### src/hdl/sftpr_pkg.sv
// Constants for the timing parameter table and its register window
`default_nettype none
package sftpr_pkg;

  // ----------------------------------------------------------------
  // Bus geometry
  // ----------------------------------------------------------------
  localparam int unsigned ADDR_W = 8;
  localparam int unsigned DATA_W = 32;
  localparam int unsigned STRB_W = 4;
  localparam int unsigned BYTE_W = 8;

  // ----------------------------------------------------------------
  // Response codes
  // ----------------------------------------------------------------
  localparam logic [1:0] RESP_OKAY = 2'h0;
  localparam logic [1:0] RESP_SLVERR = 2'h2;
  localparam logic [1:0] RESP_DECERR = 2'h3;

  // ----------------------------------------------------------------
  // Register map: table bytes sit at four times their relative address
  // ----------------------------------------------------------------
  localparam logic [7:0] REL_FIRST = 8'h24;
  localparam logic [7:0] REL_LAST = 8'h2a;
  localparam logic [7:0] REL_W10 = 8'h24;
  localparam logic [7:0] REL_W11 = 8'h28;
  localparam logic [7:0] REL_W10_TOP = 8'h27;
  localparam logic [ADDR_W-1:0] ADDR_PTR = 8'h00;
  localparam logic [ADDR_W-1:0] ADDR_DATA = 8'h04;
  localparam logic [ADDR_W-1:0] ADDR_STAT = 8'h08;
  localparam int unsigned WORD_LSB = 2;

  // Status layout and reset values
  localparam int unsigned STAT_CNT_W = 16;
  localparam int unsigned STAT_OOR_BIT = 16;
  localparam logic [7:0] PTR_RST = 8'h24;
  localparam logic [STAT_CNT_W-1:0] CNT_MAX = 16'hffff;

  // ----------------------------------------------------------------
  // Tenth parameter word fields: lsb, width, stored value
  // ----------------------------------------------------------------
  localparam int unsigned T4U_LSB = 30;
  localparam logic [1:0] T4U_VAL = 2'h3;
  localparam int unsigned T4C_LSB = 25;
  localparam logic [4:0] T4C_VAL = 5'h1f;
  localparam int unsigned T3U_LSB = 23;
  localparam logic [1:0] T3U_VAL = 2'h1;
  localparam int unsigned T3C_LSB = 18;
  localparam logic [4:0] T3C_VAL = 5'h10;
  localparam int unsigned T2U_LSB = 16;
  localparam logic [1:0] T2U_VAL = 2'h1;
  localparam int unsigned T2C_LSB = 11;
  localparam logic [4:0] T2C_VAL = 5'h0b;
  localparam int unsigned T1U_LSB = 9;
  localparam logic [1:0] T1U_VAL = 2'h1;
  localparam int unsigned T1C_LSB = 4;
  localparam logic [4:0] T1C_VAL = 5'h02;
  localparam int unsigned EMUL_LSB = 0;
  localparam logic [3:0] EMUL_VAL = 4'h1;

  // ----------------------------------------------------------------
  // Eleventh parameter word fields (low three bytes)
  // ----------------------------------------------------------------
  localparam int unsigned ABU_LSB = 23;
  localparam logic [0:0] ABU_VAL = 1'h0;
  localparam int unsigned ABC_LSB = 19;
  localparam logic [3:0] ABC_VAL = 4'h5;
  localparam int unsigned FBU_LSB = 18;
  localparam logic [0:0] FBU_VAL = 1'h0;
  localparam int unsigned FBC_LSB = 14;
  localparam logic [3:0] FBC_VAL = 4'h7;
  localparam int unsigned PPU_LSB = 13;
  localparam logic [0:0] PPU_VAL = 1'h1;
  localparam int unsigned PPC_LSB = 8;
  localparam logic [4:0] PPC_VAL = 5'h04;
  localparam int unsigned PGN_LSB = 4;
  localparam logic [3:0] PGN_VAL = 4'h8;
  localparam int unsigned PMUL_LSB = 0;
  localparam logic [3:0] PMUL_VAL = 4'h1;

  // Kinds of address the slave knows
  typedef enum logic [2:0] {
    REG_PTR,
    REG_DATA,
    REG_STAT,
    REG_ROM,
    REG_NONE
  } sftpr_reg_t;

endpackage
`default_nettype wire

### src/hdl/sftpr_top.sv
// Read-only timing parameter table behind an AXI4-Lite slave
//
// What this block does
// - Word ten bits 22:18 hold sector type 3 erase count 10000b.
// - Word ten bits 17:16 hold sector type 2 erase units 01b, 16 ms.
// - Word ten bits 15:11 hold sector type 2 erase count 01011b.
// - Word ten bits 10:9 hold sector type 1 erase units 01b, 16 ms.
// - Word ten bits 8:4 hold sector type 1 erase count 00010b.
// - Word ten bits 3:0 hold erase max multiplier count 0001b.
// - Word ten reads FE_C1_5A_21; byte FEh sits at relative 27h.
// - Word eleven bit 23, additional byte program units, is 0 (1 us).
// - Word eleven bits 22:19 hold additional byte program count 0101b.
// - Word eleven bit 18, first byte program units, is 0 (1 us).
// - Word eleven bits 17:14 hold first byte program count 0111b.
// - Word eleven bit 13, page program units, is 1 (64 us).
// - Word eleven bits 12:8 hold page program count 00100b.
// - Word eleven bits 7:4 hold page size exponent 1000b.
// - Word eleven bits 3:0 hold page program multiplier count 0001b.
// - Bytes 28h, 29h, 2Ah read 81h, E4h, 29h.
`default_nettype none
module sftpr_top (
  // Clock and reset
  input wire logic I_REF_CLK,
  input wire logic I_RESET_N,
  // Write address channel
  input wire logic I_S_AWVALID,
  input wire logic [sftpr_pkg::ADDR_W-1:0] I_S_AWADDR,
  input wire logic [2:0] I_S_AWPROT,
  output logic O_S_AWREADY,
  // Write data channel
  input wire logic I_S_WVALID,
  input wire logic [sftpr_pkg::DATA_W-1:0] I_S_WDATA,
  input wire logic [sftpr_pkg::STRB_W-1:0] I_S_WSTRB,
  output logic O_S_WREADY,
  // Write response channel
  output logic O_S_BVALID,
  output logic [1:0] O_S_BRESP,
  input wire logic I_S_BREADY,
  // Read address channel
  input wire logic I_S_ARVALID,
  input wire logic [sftpr_pkg::ADDR_W-1:0] I_S_ARADDR,
  input wire logic [2:0] I_S_ARPROT,
  output logic O_S_ARREADY,
  // Read data channel
  output logic O_S_RVALID,
  output logic [sftpr_pkg::DATA_W-1:0] O_S_RDATA,
  output logic [1:0] O_S_RRESP,
  input wire logic I_S_RREADY
);

  // ----------------------------------------------------------------
  // Address decoding shared by both directions
  // ----------------------------------------------------------------
  function automatic sftpr_pkg::sftpr_reg_t decode_reg(
    input logic [sftpr_pkg::ADDR_W-1:0] addr
  );
    logic [7:0] rel;
    rel = {2'h0, addr[sftpr_pkg::ADDR_W-1:sftpr_pkg::WORD_LSB]};
    if (addr[sftpr_pkg::WORD_LSB-1:0] != 2'h0)
      decode_reg = sftpr_pkg::REG_NONE;
    else if (addr == sftpr_pkg::ADDR_PTR)
      decode_reg = sftpr_pkg::REG_PTR;
    else if (addr == sftpr_pkg::ADDR_DATA)
      decode_reg = sftpr_pkg::REG_DATA;
    else if (addr == sftpr_pkg::ADDR_STAT)
      decode_reg = sftpr_pkg::REG_STAT;
    else if (rel >= sftpr_pkg::REL_FIRST && rel <= sftpr_pkg::REL_LAST)
      decode_reg = sftpr_pkg::REG_ROM;
    else
      decode_reg = sftpr_pkg::REG_NONE;
  endfunction

  // Relative table address carried by a byte-window address
  function automatic logic [7:0] rel_of(
    input logic [sftpr_pkg::ADDR_W-1:0] addr
  );
    rel_of = {2'h0, addr[sftpr_pkg::ADDR_W-1:sftpr_pkg::WORD_LSB]};
  endfunction

  // ----------------------------------------------------------------
  // State
  // ----------------------------------------------------------------
  logic awready_reg;
  logic wready_reg;
  logic bvalid_reg;
  logic [1:0] bresp_reg;
  logic arready_reg;
  logic rvalid_reg;
  logic [sftpr_pkg::DATA_W-1:0] rdata_reg;
  logic [1:0] rresp_reg;
  logic aw_have_reg;
  logic [sftpr_pkg::ADDR_W-1:0] awaddr_reg;
  logic w_have_reg;
  logic [sftpr_pkg::DATA_W-1:0] wdata_reg;
  logic [sftpr_pkg::STRB_W-1:0] wstrb_reg;
  logic [7:0] ptr_reg;
  logic [sftpr_pkg::STAT_CNT_W-1:0] rej_cnt_reg;
  logic oor_reg;

  // Handshakes and the write that fires this cycle
  logic aw_hs;
  logic w_hs;
  logic ar_hs;
  logic b_hs;
  logic r_hs;
  logic wr_fire;
  logic [sftpr_pkg::ADDR_W-1:0] wr_addr;
  logic [sftpr_pkg::DATA_W-1:0] wr_data;
  logic [sftpr_pkg::STRB_W-1:0] wr_strb;
  sftpr_pkg::sftpr_reg_t wr_kind;
  sftpr_pkg::sftpr_reg_t rd_kind;
  logic ptr_wr;
  logic data_rd;
  logic rej_wr;

  // Lookup port of the table
  logic [7:0] rom_addr;
  logic [7:0] rom_byte;
  logic rom_hit;

  // ----------------------------------------------------------------
  // Handshake terms
  // ----------------------------------------------------------------
  assign aw_hs = I_S_AWVALID && awready_reg;
  assign w_hs = I_S_WVALID && wready_reg;
  assign ar_hs = I_S_ARVALID && arready_reg;
  assign b_hs = bvalid_reg && I_S_BREADY;
  assign r_hs = rvalid_reg && I_S_RREADY;

  // Write fires once address and data are both in hand
  assign wr_fire = (aw_have_reg || aw_hs) && (w_have_reg || w_hs) &&
                   !bvalid_reg;
  assign wr_addr = aw_have_reg ? awaddr_reg : I_S_AWADDR;
  assign wr_data = w_have_reg ? wdata_reg : I_S_WDATA;
  assign wr_strb = w_have_reg ? wstrb_reg : I_S_WSTRB;
  assign wr_kind = decode_reg(wr_addr);
  assign rd_kind = decode_reg(I_S_ARADDR);

  // Side effects of the current transfers
  assign ptr_wr = wr_fire && wr_kind == sftpr_pkg::REG_PTR && wr_strb[0];
  assign data_rd = ar_hs && rd_kind == sftpr_pkg::REG_DATA;
  assign rej_wr = wr_fire && wr_kind == sftpr_pkg::REG_ROM;

  // ----------------------------------------------------------------
  // Table lookup: window byte or the streaming pointer
  // ----------------------------------------------------------------
  assign rom_addr = (rd_kind == sftpr_pkg::REG_DATA) ? ptr_reg :
                    rel_of(I_S_ARADDR);

  sftpr_rom u_rom (
    .i_rel_addr(rom_addr),
    .o_byte(rom_byte),
    .o_hit(rom_hit)
  );

  // ----------------------------------------------------------------
  // Write address channel
  // ----------------------------------------------------------------
  always_ff @(posedge I_REF_CLK)
  begin
    if (!I_RESET_N)
    begin
      awready_reg <= 1'b1;
      aw_have_reg <= 1'b0;
      awaddr_reg <= '0;
    end
    else if (b_hs)
    begin
      awready_reg <= 1'b1;
    end
    else if (aw_hs)
    begin
      awready_reg <= 1'b0;
      awaddr_reg <= I_S_AWADDR;
      aw_have_reg <= !wr_fire;
    end
    else if (wr_fire)
    begin
      aw_have_reg <= 1'b0;
    end
  end

  // ----------------------------------------------------------------
  // Write data channel
  // ----------------------------------------------------------------
  always_ff @(posedge I_REF_CLK)
  begin
    if (!I_RESET_N)
    begin
      wready_reg <= 1'b1;
      w_have_reg <= 1'b0;
      wdata_reg <= '0;
      wstrb_reg <= '0;
    end
    else if (b_hs)
    begin
      wready_reg <= 1'b1;
    end
    else if (w_hs)
    begin
      wready_reg <= 1'b0;
      wdata_reg <= I_S_WDATA;
      wstrb_reg <= I_S_WSTRB;
      w_have_reg <= !wr_fire;
    end
    else if (wr_fire)
    begin
      w_have_reg <= 1'b0;
    end
  end

  // ----------------------------------------------------------------
  // Write response: table bytes refuse writes, holes decode-error
  // ----------------------------------------------------------------
  always_ff @(posedge I_REF_CLK)
  begin
    if (!I_RESET_N)
    begin
      bvalid_reg <= 1'b0;
      bresp_reg <= sftpr_pkg::RESP_OKAY;
    end
    else if (wr_fire)
    begin
      bvalid_reg <= 1'b1;
      unique case (wr_kind)
        sftpr_pkg::REG_PTR: bresp_reg <= sftpr_pkg::RESP_OKAY;
        sftpr_pkg::REG_DATA: bresp_reg <= sftpr_pkg::RESP_SLVERR;
        sftpr_pkg::REG_STAT: bresp_reg <= sftpr_pkg::RESP_SLVERR;
        sftpr_pkg::REG_ROM: bresp_reg <= sftpr_pkg::RESP_SLVERR;
        sftpr_pkg::REG_NONE: bresp_reg <= sftpr_pkg::RESP_DECERR;
      endcase
    end
    else if (b_hs)
    begin
      bvalid_reg <= 1'b0;
    end
  end

  // ----------------------------------------------------------------
  // Streaming pointer: write sets it, a data read steps it
  // ----------------------------------------------------------------
  always_ff @(posedge I_REF_CLK)
  begin
    if (!I_RESET_N)
      ptr_reg <= sftpr_pkg::PTR_RST;
    else if (ptr_wr)
      ptr_reg <= wr_data[7:0];
    else if (data_rd)
      ptr_reg <= ptr_reg + 8'h01;
  end

  // ----------------------------------------------------------------
  // Status: refused table writes and out-of-range stream reads
  // ----------------------------------------------------------------
  always_ff @(posedge I_REF_CLK)
  begin
    if (!I_RESET_N)
      rej_cnt_reg <= '0;
    else if (rej_wr && rej_cnt_reg != sftpr_pkg::CNT_MAX)
      rej_cnt_reg <= rej_cnt_reg + 16'h0001;
  end

  // Out-of-range flag follows the latest data read
  always_ff @(posedge I_REF_CLK)
  begin
    if (!I_RESET_N)
      oor_reg <= 1'b0;
    else if (data_rd)
      oor_reg <= !rom_hit;
  end

  // ----------------------------------------------------------------
  // Read address channel
  // ----------------------------------------------------------------
  always_ff @(posedge I_REF_CLK)
  begin
    if (!I_RESET_N)
      arready_reg <= 1'b1;
    else if (ar_hs)
      arready_reg <= 1'b0;
    else if (r_hs)
      arready_reg <= 1'b1;
  end

  // ----------------------------------------------------------------
  // Read data channel: answer one cycle after the address
  // ----------------------------------------------------------------
  always_ff @(posedge I_REF_CLK)
  begin
    if (!I_RESET_N)
    begin
      rvalid_reg <= 1'b0;
      rdata_reg <= '0;
      rresp_reg <= sftpr_pkg::RESP_OKAY;
    end
    else if (ar_hs)
    begin
      rvalid_reg <= 1'b1;
      rdata_reg <= '0;
      rresp_reg <= sftpr_pkg::RESP_OKAY;
      unique case (rd_kind)
        sftpr_pkg::REG_PTR:
          rdata_reg[7:0] <= ptr_reg;
        sftpr_pkg::REG_DATA:
          rdata_reg[7:0] <= rom_byte;
        sftpr_pkg::REG_STAT:
        begin
          rdata_reg[sftpr_pkg::STAT_CNT_W-1:0] <= rej_cnt_reg;
          rdata_reg[sftpr_pkg::STAT_OOR_BIT] <= oor_reg;
        end
        sftpr_pkg::REG_ROM:
          rdata_reg[7:0] <= rom_byte;
        sftpr_pkg::REG_NONE:
          rresp_reg <= sftpr_pkg::RESP_DECERR;
      endcase
    end
    else if (r_hs)
    begin
      rvalid_reg <= 1'b0;
    end
  end

  // ----------------------------------------------------------------
  // Outputs straight from flip-flops
  // ----------------------------------------------------------------
  assign O_S_AWREADY = awready_reg;
  assign O_S_WREADY = wready_reg;
  assign O_S_BVALID = bvalid_reg;
  assign O_S_BRESP = bresp_reg;
  assign O_S_ARREADY = arready_reg;
  assign O_S_RVALID = rvalid_reg;
  assign O_S_RDATA = rdata_reg;
  assign O_S_RRESP = rresp_reg;

endmodule
`default_nettype wire

### src/hdl/sftpr_rom.sv
// Byte lookup into the erase and program timing parameter words
`default_nettype none
module sftpr_rom (
  // Lookup request
  input wire logic [7:0] i_rel_addr,
  // Lookup answer
  output logic [7:0] o_byte,
  output logic o_hit
);

  logic [sftpr_pkg::DATA_W-1:0] word10;
  logic [sftpr_pkg::DATA_W-1:0] word11;
  logic [7:0] offs;

  // ----------------------------------------------------------------
  // Tenth word assembled from its fields
  // ----------------------------------------------------------------
  always_comb
  begin
    word10 = '0;
    word10[sftpr_pkg::T4U_LSB +: 2] = sftpr_pkg::T4U_VAL;
    word10[sftpr_pkg::T4C_LSB +: 5] = sftpr_pkg::T4C_VAL;
    word10[sftpr_pkg::T3U_LSB +: 2] = sftpr_pkg::T3U_VAL;
    word10[sftpr_pkg::T3C_LSB +: 5] = sftpr_pkg::T3C_VAL;
    word10[sftpr_pkg::T2U_LSB +: 2] = sftpr_pkg::T2U_VAL;
    word10[sftpr_pkg::T2C_LSB +: 5] = sftpr_pkg::T2C_VAL;
    word10[sftpr_pkg::T1U_LSB +: 2] = sftpr_pkg::T1U_VAL;
    word10[sftpr_pkg::T1C_LSB +: 5] = sftpr_pkg::T1C_VAL;
    word10[sftpr_pkg::EMUL_LSB +: 4] = sftpr_pkg::EMUL_VAL;
  end

  // ----------------------------------------------------------------
  // Eleventh word, low three bytes only
  // ----------------------------------------------------------------
  always_comb
  begin
    word11 = '0;
    word11[sftpr_pkg::ABU_LSB +: 1] = sftpr_pkg::ABU_VAL;
    word11[sftpr_pkg::ABC_LSB +: 4] = sftpr_pkg::ABC_VAL;
    word11[sftpr_pkg::FBU_LSB +: 1] = sftpr_pkg::FBU_VAL;
    word11[sftpr_pkg::FBC_LSB +: 4] = sftpr_pkg::FBC_VAL;
    word11[sftpr_pkg::PPU_LSB +: 1] = sftpr_pkg::PPU_VAL;
    word11[sftpr_pkg::PPC_LSB +: 5] = sftpr_pkg::PPC_VAL;
    word11[sftpr_pkg::PGN_LSB +: 4] = sftpr_pkg::PGN_VAL;
    word11[sftpr_pkg::PMUL_LSB +: 4] = sftpr_pkg::PMUL_VAL;
  end

  // ----------------------------------------------------------------
  // Little-endian byte pick; top byte of word ten lands at 27h
  // ----------------------------------------------------------------
  always_comb
  begin
    offs = 8'h00;
    o_byte = 8'h00;
    o_hit = 1'b0;
    if (i_rel_addr >= sftpr_pkg::REL_FIRST &&
        i_rel_addr < sftpr_pkg::REL_W11)
    begin
      offs = i_rel_addr - sftpr_pkg::REL_W10;
      o_byte = word10[offs[1:0]*8 +: 8];
      o_hit = 1'b1;
    end
    else if (i_rel_addr >= sftpr_pkg::REL_W11 &&
             i_rel_addr <= sftpr_pkg::REL_LAST)
    begin
      offs = i_rel_addr - sftpr_pkg::REL_W11;
      o_byte = word11[offs[1:0]*8 +: 8];
      o_hit = 1'b1;
    end
  end

endmodule
`default_nettype wire

### config.mk
export PLATFORM = sky130hd
export DESIGN_NAME = sftpr_top
export DESIGN_NICKNAME = d
export VERILOG_FILES = /design/src/hdl/sftpr_pkg.sv /design/src/hdl/sftpr_top.sv /design/src/hdl/sftpr_rom.sv
export SDC_FILE = /design/constraint.sdc
export NUM_CORES = 1
export LEC_CHECK = 0
export ABC_AREA = 1
export BUFFER_PORTS_ARGS = -buffer_cell sky130_fd_sc_hd__buf_2
export CAP_MARGIN = 10
export CORE_ASPECT_RATIO = 0.6
export CORE_MARGIN = 2
export CORE_UTILIZATION = 55
export DETAILED_ROUTE_END_ITERATION = 10
export HOLD_SLACK_MARGIN = 0.1
export PLACE_DENSITY = 0.83
export SYNTH_ARGS = -nofsm -noshare
export SYNTH_HDL_FRONTEND = slang
export SYNTH_SLANG_ARGS = --single-unit
### constraint.sdc
create_clock -name I_REF_CLK -period 4.3 [get_ports I_REF_CLK]
set_input_delay 0.645 -clock I_REF_CLK [delete_from_list [all_inputs] [get_ports I_REF_CLK]]
set_output_delay 0.645 -clock I_REF_CLK [all_outputs]
set_load 0.02 [all_outputs]
-- Yosys cells after proc, flatten, opt, wreduce, memory -nomap -nowiden
Index checks and enable logic that the tools add are counted.
- logic and storage cells: 117
- bits in registers: 70
- order comparisons: 8
- multiplexer cells: 33
- reductions and logical operators: 39
- bitwise operators: 2
- equality and inequality tests: 13
- shifts and indexed selects: 2
- add/subtract/negate cells: 4
- operators by type and width (cell ; number):
    32-bit by 6-bit indexed part select with 8-bit output (first input constant) ; 2
    8-bit 2-to-1 mux ; 7
    3-bit 2-to-1 mux ; 10
    8-bit one-hot mux with 3 select lines ; 1
    16-bit by 1-bit adder with 16-bit output (second input constant) ; 1
    8-bit by 3-bit == test with 1-bit output (second input constant) ; 2
    8-bit by 4-bit == test with 1-bit output (second input constant) ; 2
    8-bit by 6-bit greater-or-equal comparator with 1-bit output (second input constant) ; 2
    1-bit logical AND ; 16
    8-bit zero test ; 2
    16-bit != test (second input constant) ; 1
    2-bit nonzero test ; 7
    3-bit by 2-bit == test with 1-bit output (second input constant) ; 4
    6-bit greater-or-equal comparator (second input constant) ; 2
    6-bit less-or-equal comparator (second input constant) ; 2
    1-bit 2-to-1 mux ; 12
    9-bit 2-to-1 mux ; 1
    8-bit by 1-bit adder with 8-bit output (second input constant) ; 1
    8-bit by 6-bit less-or-equal comparator with 1-bit output (second input constant) ; 1
    8-bit by 6-bit < comparator with 1-bit output (second input constant) ; 1
    2-bit AND reduction ; 4
    3-bit by 1-bit == test with 1-bit output (second input constant) ; 2
    3-bit == test (second input constant) ; 2
    3-bit zero test ; 2
    other kinds (8) ; 14

-- Logic depth before layout (Yosys ltp)
- word-level depth: 14
- gate-level depth with buffers: 16
- mapped depth without buffers: 16

-- Cells and area by module
From an unflattened synthesis, not the netlist that was laid out.
- cell total of the unflattened synthesis: 630
- area total of the unflattened synthesis: 4192.8 µm²
- modules (own cells, without submodules) (module ; cells each ; area an instance (µm²) ; sequential area each (µm²) ; times used):
    sftpr_top ; 585 ; 3896.2 ; 1381.3 ; 1
    sftpr_rom ; 45 ; 296.5 ; 0.0 ; 1

-- Worst setup path after synthesis
No wires, ideal clock.
- kind: input -> register
- from: input port I_S_ARADDR[1] (netlist bit)
- to: register rdata_reg, in the netlist O_S_RDATA[5]
- data arrival time: 1.893 ns
- stages on the path: 12
- path buffers: 0
- required time: 4.166 ns
- setup slack: 2.273 ns
- cells stage by stage: nor2_1 > nand3_1 > nor2_1 > a21oi_1 > ha_1 > nand3b_1 > nand2_1 > inv_1 > nand3_1 > nand2_1 > nand2_1 > a21oi_1
- cells in the longest elaborated chain, start to end: 12
- RTL lines (element ; line ; source):
    start, declared ; sftpr_top.sv:41 ; input wire logic [sftpr_pkg::ADDR_W-1:0] I_S_ARADDR,
    8-bit by 4-bit == test with 1-bit output ; sftpr_top.sv:65 ; else if (addr == sftpr_pkg::ADDR_STAT)
    3-bit 2-to-1 mux ; sftpr_top.sv:65 ;
    3-bit 2-to-1 mux ; sftpr_top.sv:63 ; else if (addr == sftpr_pkg::ADDR_DATA)
    3-bit 2-to-1 mux ; sftpr_top.sv:61 ; else if (addr == sftpr_pkg::ADDR_PTR)
    3-bit 2-to-1 mux * ; sftpr_top.sv:59 ; if (addr[sftpr_pkg::WORD_LSB-1:0] != 2'h0)
    3-bit by 1-bit == test with 1-bit output ; sftpr_top.sv:147, sftpr_top.sv:301 ;
    8-bit 2-to-1 mux ; sftpr_top.sv:147 ; assign rom_addr = (rd_kind == sftpr_pkg::REG_DATA) ? ptr_reg :
    2-bit by 1-bit subtractor with 2-bit output (tied with other cells) ; sftpr_rom.sv:59, sftpr_rom.sv:66 ;
    32-bit by 6-bit indexed part select with 8-bit output or 1-bit logical AND (tied branches) ; sftpr_rom.sv:67, sftpr_rom.sv:63 ;
    8-bit 2-to-1 mux ; sftpr_rom.sv:63 ; else if (i_rel_addr >= sftpr_pkg::REL_W11 &&
    8-bit 2-to-1 mux ; sftpr_rom.sv:56 ; if (i_rel_addr >= sftpr_pkg::REL_FIRST &&
    8-bit one-hot mux with 3 select lines * ; sftpr_top.sv:301 ; unique case (rd_kind)
    end signal, assigned by index ; sftpr_top.sv:308 ; rdata_reg[sftpr_pkg::STAT_CNT_W-1:0] <= rej_cnt_reg;
    end signal, assigned by index ; sftpr_top.sv:309 ; rdata_reg[sftpr_pkg::STAT_OOR_BIT] <= oor_reg;
    end, declared ; sftpr_top.sv:89 ; logic [sftpr_pkg::DATA_W-1:0] rdata_reg;
Every way passes the cells marked *; elsewhere a longest branch is shown, timed or not.
A chain may end at the register's enable or synchronous reset.

-- Worst setup path in the final report
- from: register aw_have_reg
- to: register ptr_reg[0]
- cells in the longest elaborated chain, start to end: 12
- RTL lines (element ; line ; source):
    start, declared ; sftpr_top.sv:91 ; logic aw_have_reg;
    start signal, assigned ; sftpr_top.sv:175 ; aw_have_reg <= !wr_fire;
    8-bit 2-to-1 mux ; sftpr_top.sv:133 ; assign wr_addr = aw_have_reg ? awaddr_reg : I_S_AWADDR;
    6-bit greater-or-equal comparator or 6-bit less-or-equal comparator (tied branches) ; sftpr_top.sv:67 ; else if (rel >= sftpr_pkg::REL_FIRST && rel <= sftpr_pkg::REL_LAST)
    1-bit logical AND ; sftpr_top.sv:67 ;
    3-bit 2-to-1 mux ; sftpr_top.sv:67 ;
    3-bit 2-to-1 mux ; sftpr_top.sv:65 ;
    3-bit 2-to-1 mux ; sftpr_top.sv:63 ;
    3-bit 2-to-1 mux ; sftpr_top.sv:61 ;
    3-bit 2-to-1 mux ; sftpr_top.sv:59 ;
    3-bit zero test ; sftpr_top.sv:140 ; assign ptr_wr = wr_fire && wr_kind == sftpr_pkg::REG_PTR && wr_strb[0];
    1-bit logical AND * (2 in a row) ; sftpr_top.sv:140 ;
    8-bit 2-to-1 mux or 2-bit nonzero test (tied branches) ; - ;
    end signal, assigned ; sftpr_top.sv:245 ; ptr_reg <= sftpr_pkg::PTR_RST;
    end signal, assigned ; sftpr_top.sv:247 ; ptr_reg <= wr_data[7:0];
    end signal, assigned ; sftpr_top.sv:249 ; ptr_reg <= ptr_reg + 8'h01;
    end, declared ; sftpr_top.sv:96 ; logic [7:0] ptr_reg;
Marks and branches as above.

==> metrics.cfg <==
[status]
outcome = complete, no violations

[routing]
remaining_drc_errors = 0
vias = 4030
drtPass1Iterations = 5
vias_per_cell = 5.613
wl_um = 10200
wl_per_cell_um = 14.20
drt_iter0_markers = 488
ant_nets = 0

[power_and_ir_drop]
power.leakage_nw = 1.981
vdd_drop_max_uv = 179.9
total_power_mw = 1.569
power_density_mw_per_mm2 = 349.6

[worst_setup_path]
slowest_stage = dfxtp_1
r2r_slack_ns = 1.77
path_cells = inv_6 > nor2_2 > nand2_1 > o31ai_4 > nand3_1 > nor2_2 > nand3_4 > o21ai_2 > inv_1 > nand2_1 > a21oi_1
startpoint = aw_have_reg
cpPeakStageDelay_ns = 0.76
worst-endpoint-arrival_ns = 2.73
rr_startpoint = aw_have_reg
r2r-end = ptr_reg[0]
critical_path.top_delay_family = simple AND/OR/NAND/NOR gates
path_class = reg -> reg
cp.buffers_inverters = 2
rr_worst_depth = 11
critPathCaptureType = flop
worst-path-stages = 11
required_ns = 4.50
crit_fanout = 17
worst_setup_path_start_kind = flop

[sta]
period_minus_slack_ns = 2.528
max_freq_ghz = 0.3956
setup_viol = 0
max_slew_margin = 0.4620
maxSlewViolCount = 0
period_share = 0.5879
worst_pin_slew_ns = 0.8050
fin_ws_ns = 1.772
hold_ws_ns = 0.4509
setup-tns-final_ns = 0
final_hold_viol_count = 0
skew_ns = 0.007600
rsz0062_at_grt = no

[finish]
final_layout_size_suffix_gt1_frac = 0.1547
finalNetCount = 694
layout.cells.most_common_list = 138 x nand2_1, 69 x dfxtp_1, 57 x buf_2
fillers = 651
stdcell_count = 718
diodes = 0
final_common_cell = nand2_1
fin_util = 0.6280
area_growth_pct = 11.92
largest_reg_flops = 17
post-route-cell-area_mm2 = 0.004488

[cts]
clk_pin_slew_worst_paths_ns = 0.05
cts-buffers-inserted = 9
root_buffer = clkbuf_16
ctsLongestPathBuffers = 2
cts_setup_buffers = 0
cts_hold_buf = 0
clk_latency_ns = 0.34
tritoncts = done
post_cts_resized = 0
cts.sinks = 69
htreeDepth = 3

[placed_design]
dp_slack_ns = 1.839
portBuffers = 57
dp_cells = 703
dp_hpwl_um = 7281
dpl_cell_area_mm2 = 0.004228
place.gp.congestion = 0.8866

[logic_synthesis]
async_flop_share = 0
synth-seq-cells = 69
syn-cell-area_mm2 = 0.004010
synth_top_area_frac = 0.3445
synthDistinctLibCells = 41
ys_seq_area_frac = 0.3445
synth-edff-count = 0
synth_top_area_cell = dfxtp_1
yosys_warnings = 0
syn_avg_cell_area_um2 = 6.962
ys_top_cells_by_area = dfxtp_1 34%, nand2_1 13%, nand3_1 6.5%
synthFlopType = dfxtp_1
synth_cells = 576

[global_route]
grt_usage = 0.2619
grt_pass1_vias = 3631
grt_max_degree = 42
grt_pass1_wl_um = 16670
antenna_found_initial = 0
globalRouteOverflowTotal = 0

[floorplan]
core_mm2 = 0.007147
die_w_um = 114.2
dieArea_mm2 = 0.008012
initial_core_util = 0.5611
fp.dieH_um = 70.14
row_count = 24
io_pins = 106

[min_path]
hp-class = reg -> reg
hp-start = awaddr_reg[2]
hold_path_end = awaddr_reg[2]
holdPathStages = 2

[run]
maxCapViolations = 0

==> how the worst max path moves through the flow <==
| stage | to | slack (ns) |
|---|---|---|
| 3_5_place_dp | O_S_RDATA[0] | 1.84 |
| 5_1_grt | rej_cnt_reg[1] | 1.55 |
| 3_3_place_gp | O_S_RDATA[16] | 1.87 |
| 6_report | ptr_reg[0] | 1.77 |
| 4_1_cts | ptr_reg[0] | 1.82 |
| 2_1_floorplan | O_S_RDATA[5] | 2.27 |
==> cells by family after synthesis <==
group | count (synthesis) | share of synthesized area
XOR/XNOR | 18 | 0.03931
adder cells (fa/ha/maj) | 6 | 0.01872
flip-flops | 69 | 0.3445
multiplexers | 9 | 0.02559
buffers and inverters | 92 | 0.1139
other | 1 | 0.0009351
AND/OR/NAND/NOR | 279 | 0.3129
AO/OA/AOI/OAI | 102 | 0.1442
==> final cells by class <==
type | count | area, um^2 | share of cell area
clock buffers | 13 | 250.2 | 0.05576
flip-flops and latches | 69 | 1381 | 0.3078
inverters | 56 | 215.2 | 0.04795
repair buffers | 58 | 292.8 | 0.06524
clock inverters | 2 | 10.01 | 0.002230
well taps | 91 | 113.9 | 0.02537
multi-input cells | 429 | 2225 | 0.4957
==> routing by layer <==
metal  vias up  share of wire  track usage
li1       1938              -            -
met1      1876           0.46       0.3484
met2       196           0.45       0.4160
met3        20          0.079      0.06944
met4         0          0.017      0.08401
met5         -              0            0
==> where the power goes <==
group	total [mW]	internal [mW]	switching, mW
sequential	0.696	0.669	0.0271
clock	0.660	0.401	0.259
combinational	0.214	0.0679	0.146
total	1.57	1.14	0.432
==> cell usage after synthesis, types with 3 or more instances <==
cell type	instances
nand2_1	138
dfxtp_1	69
nor2_1	56
inv_1	53
nand3_1	52
a21oi_1	48
o21ai_0	31
buf_4	17
xor2_1	14
clkbuf_1	12
mux2i_1	8
a22oi_1	7
nor3_1	7
ha_1	6
nand2_2	5
nand4_1	5
nor2_2	5
o21ai_1	5
buf_6	4
o211ai_1	4
xnor2_1	4
o21ai_2	3
==> worst reg2reg max path: stages, from the launching register on <==
cell	delay, ns
dfxtp_1	0.76
inv_6	0.09
nor2_2	0.10
nand2_1	0.08
o31ai_4	0.10
nand3_1	0.15
nor2_2	0.23
nand3_4	0.21
o21ai_2	0.25
inv_1	0.22
nand2_1	0.12
a21oi_1	0.07
Note: power is estimated with default switching activity, not from simulation.
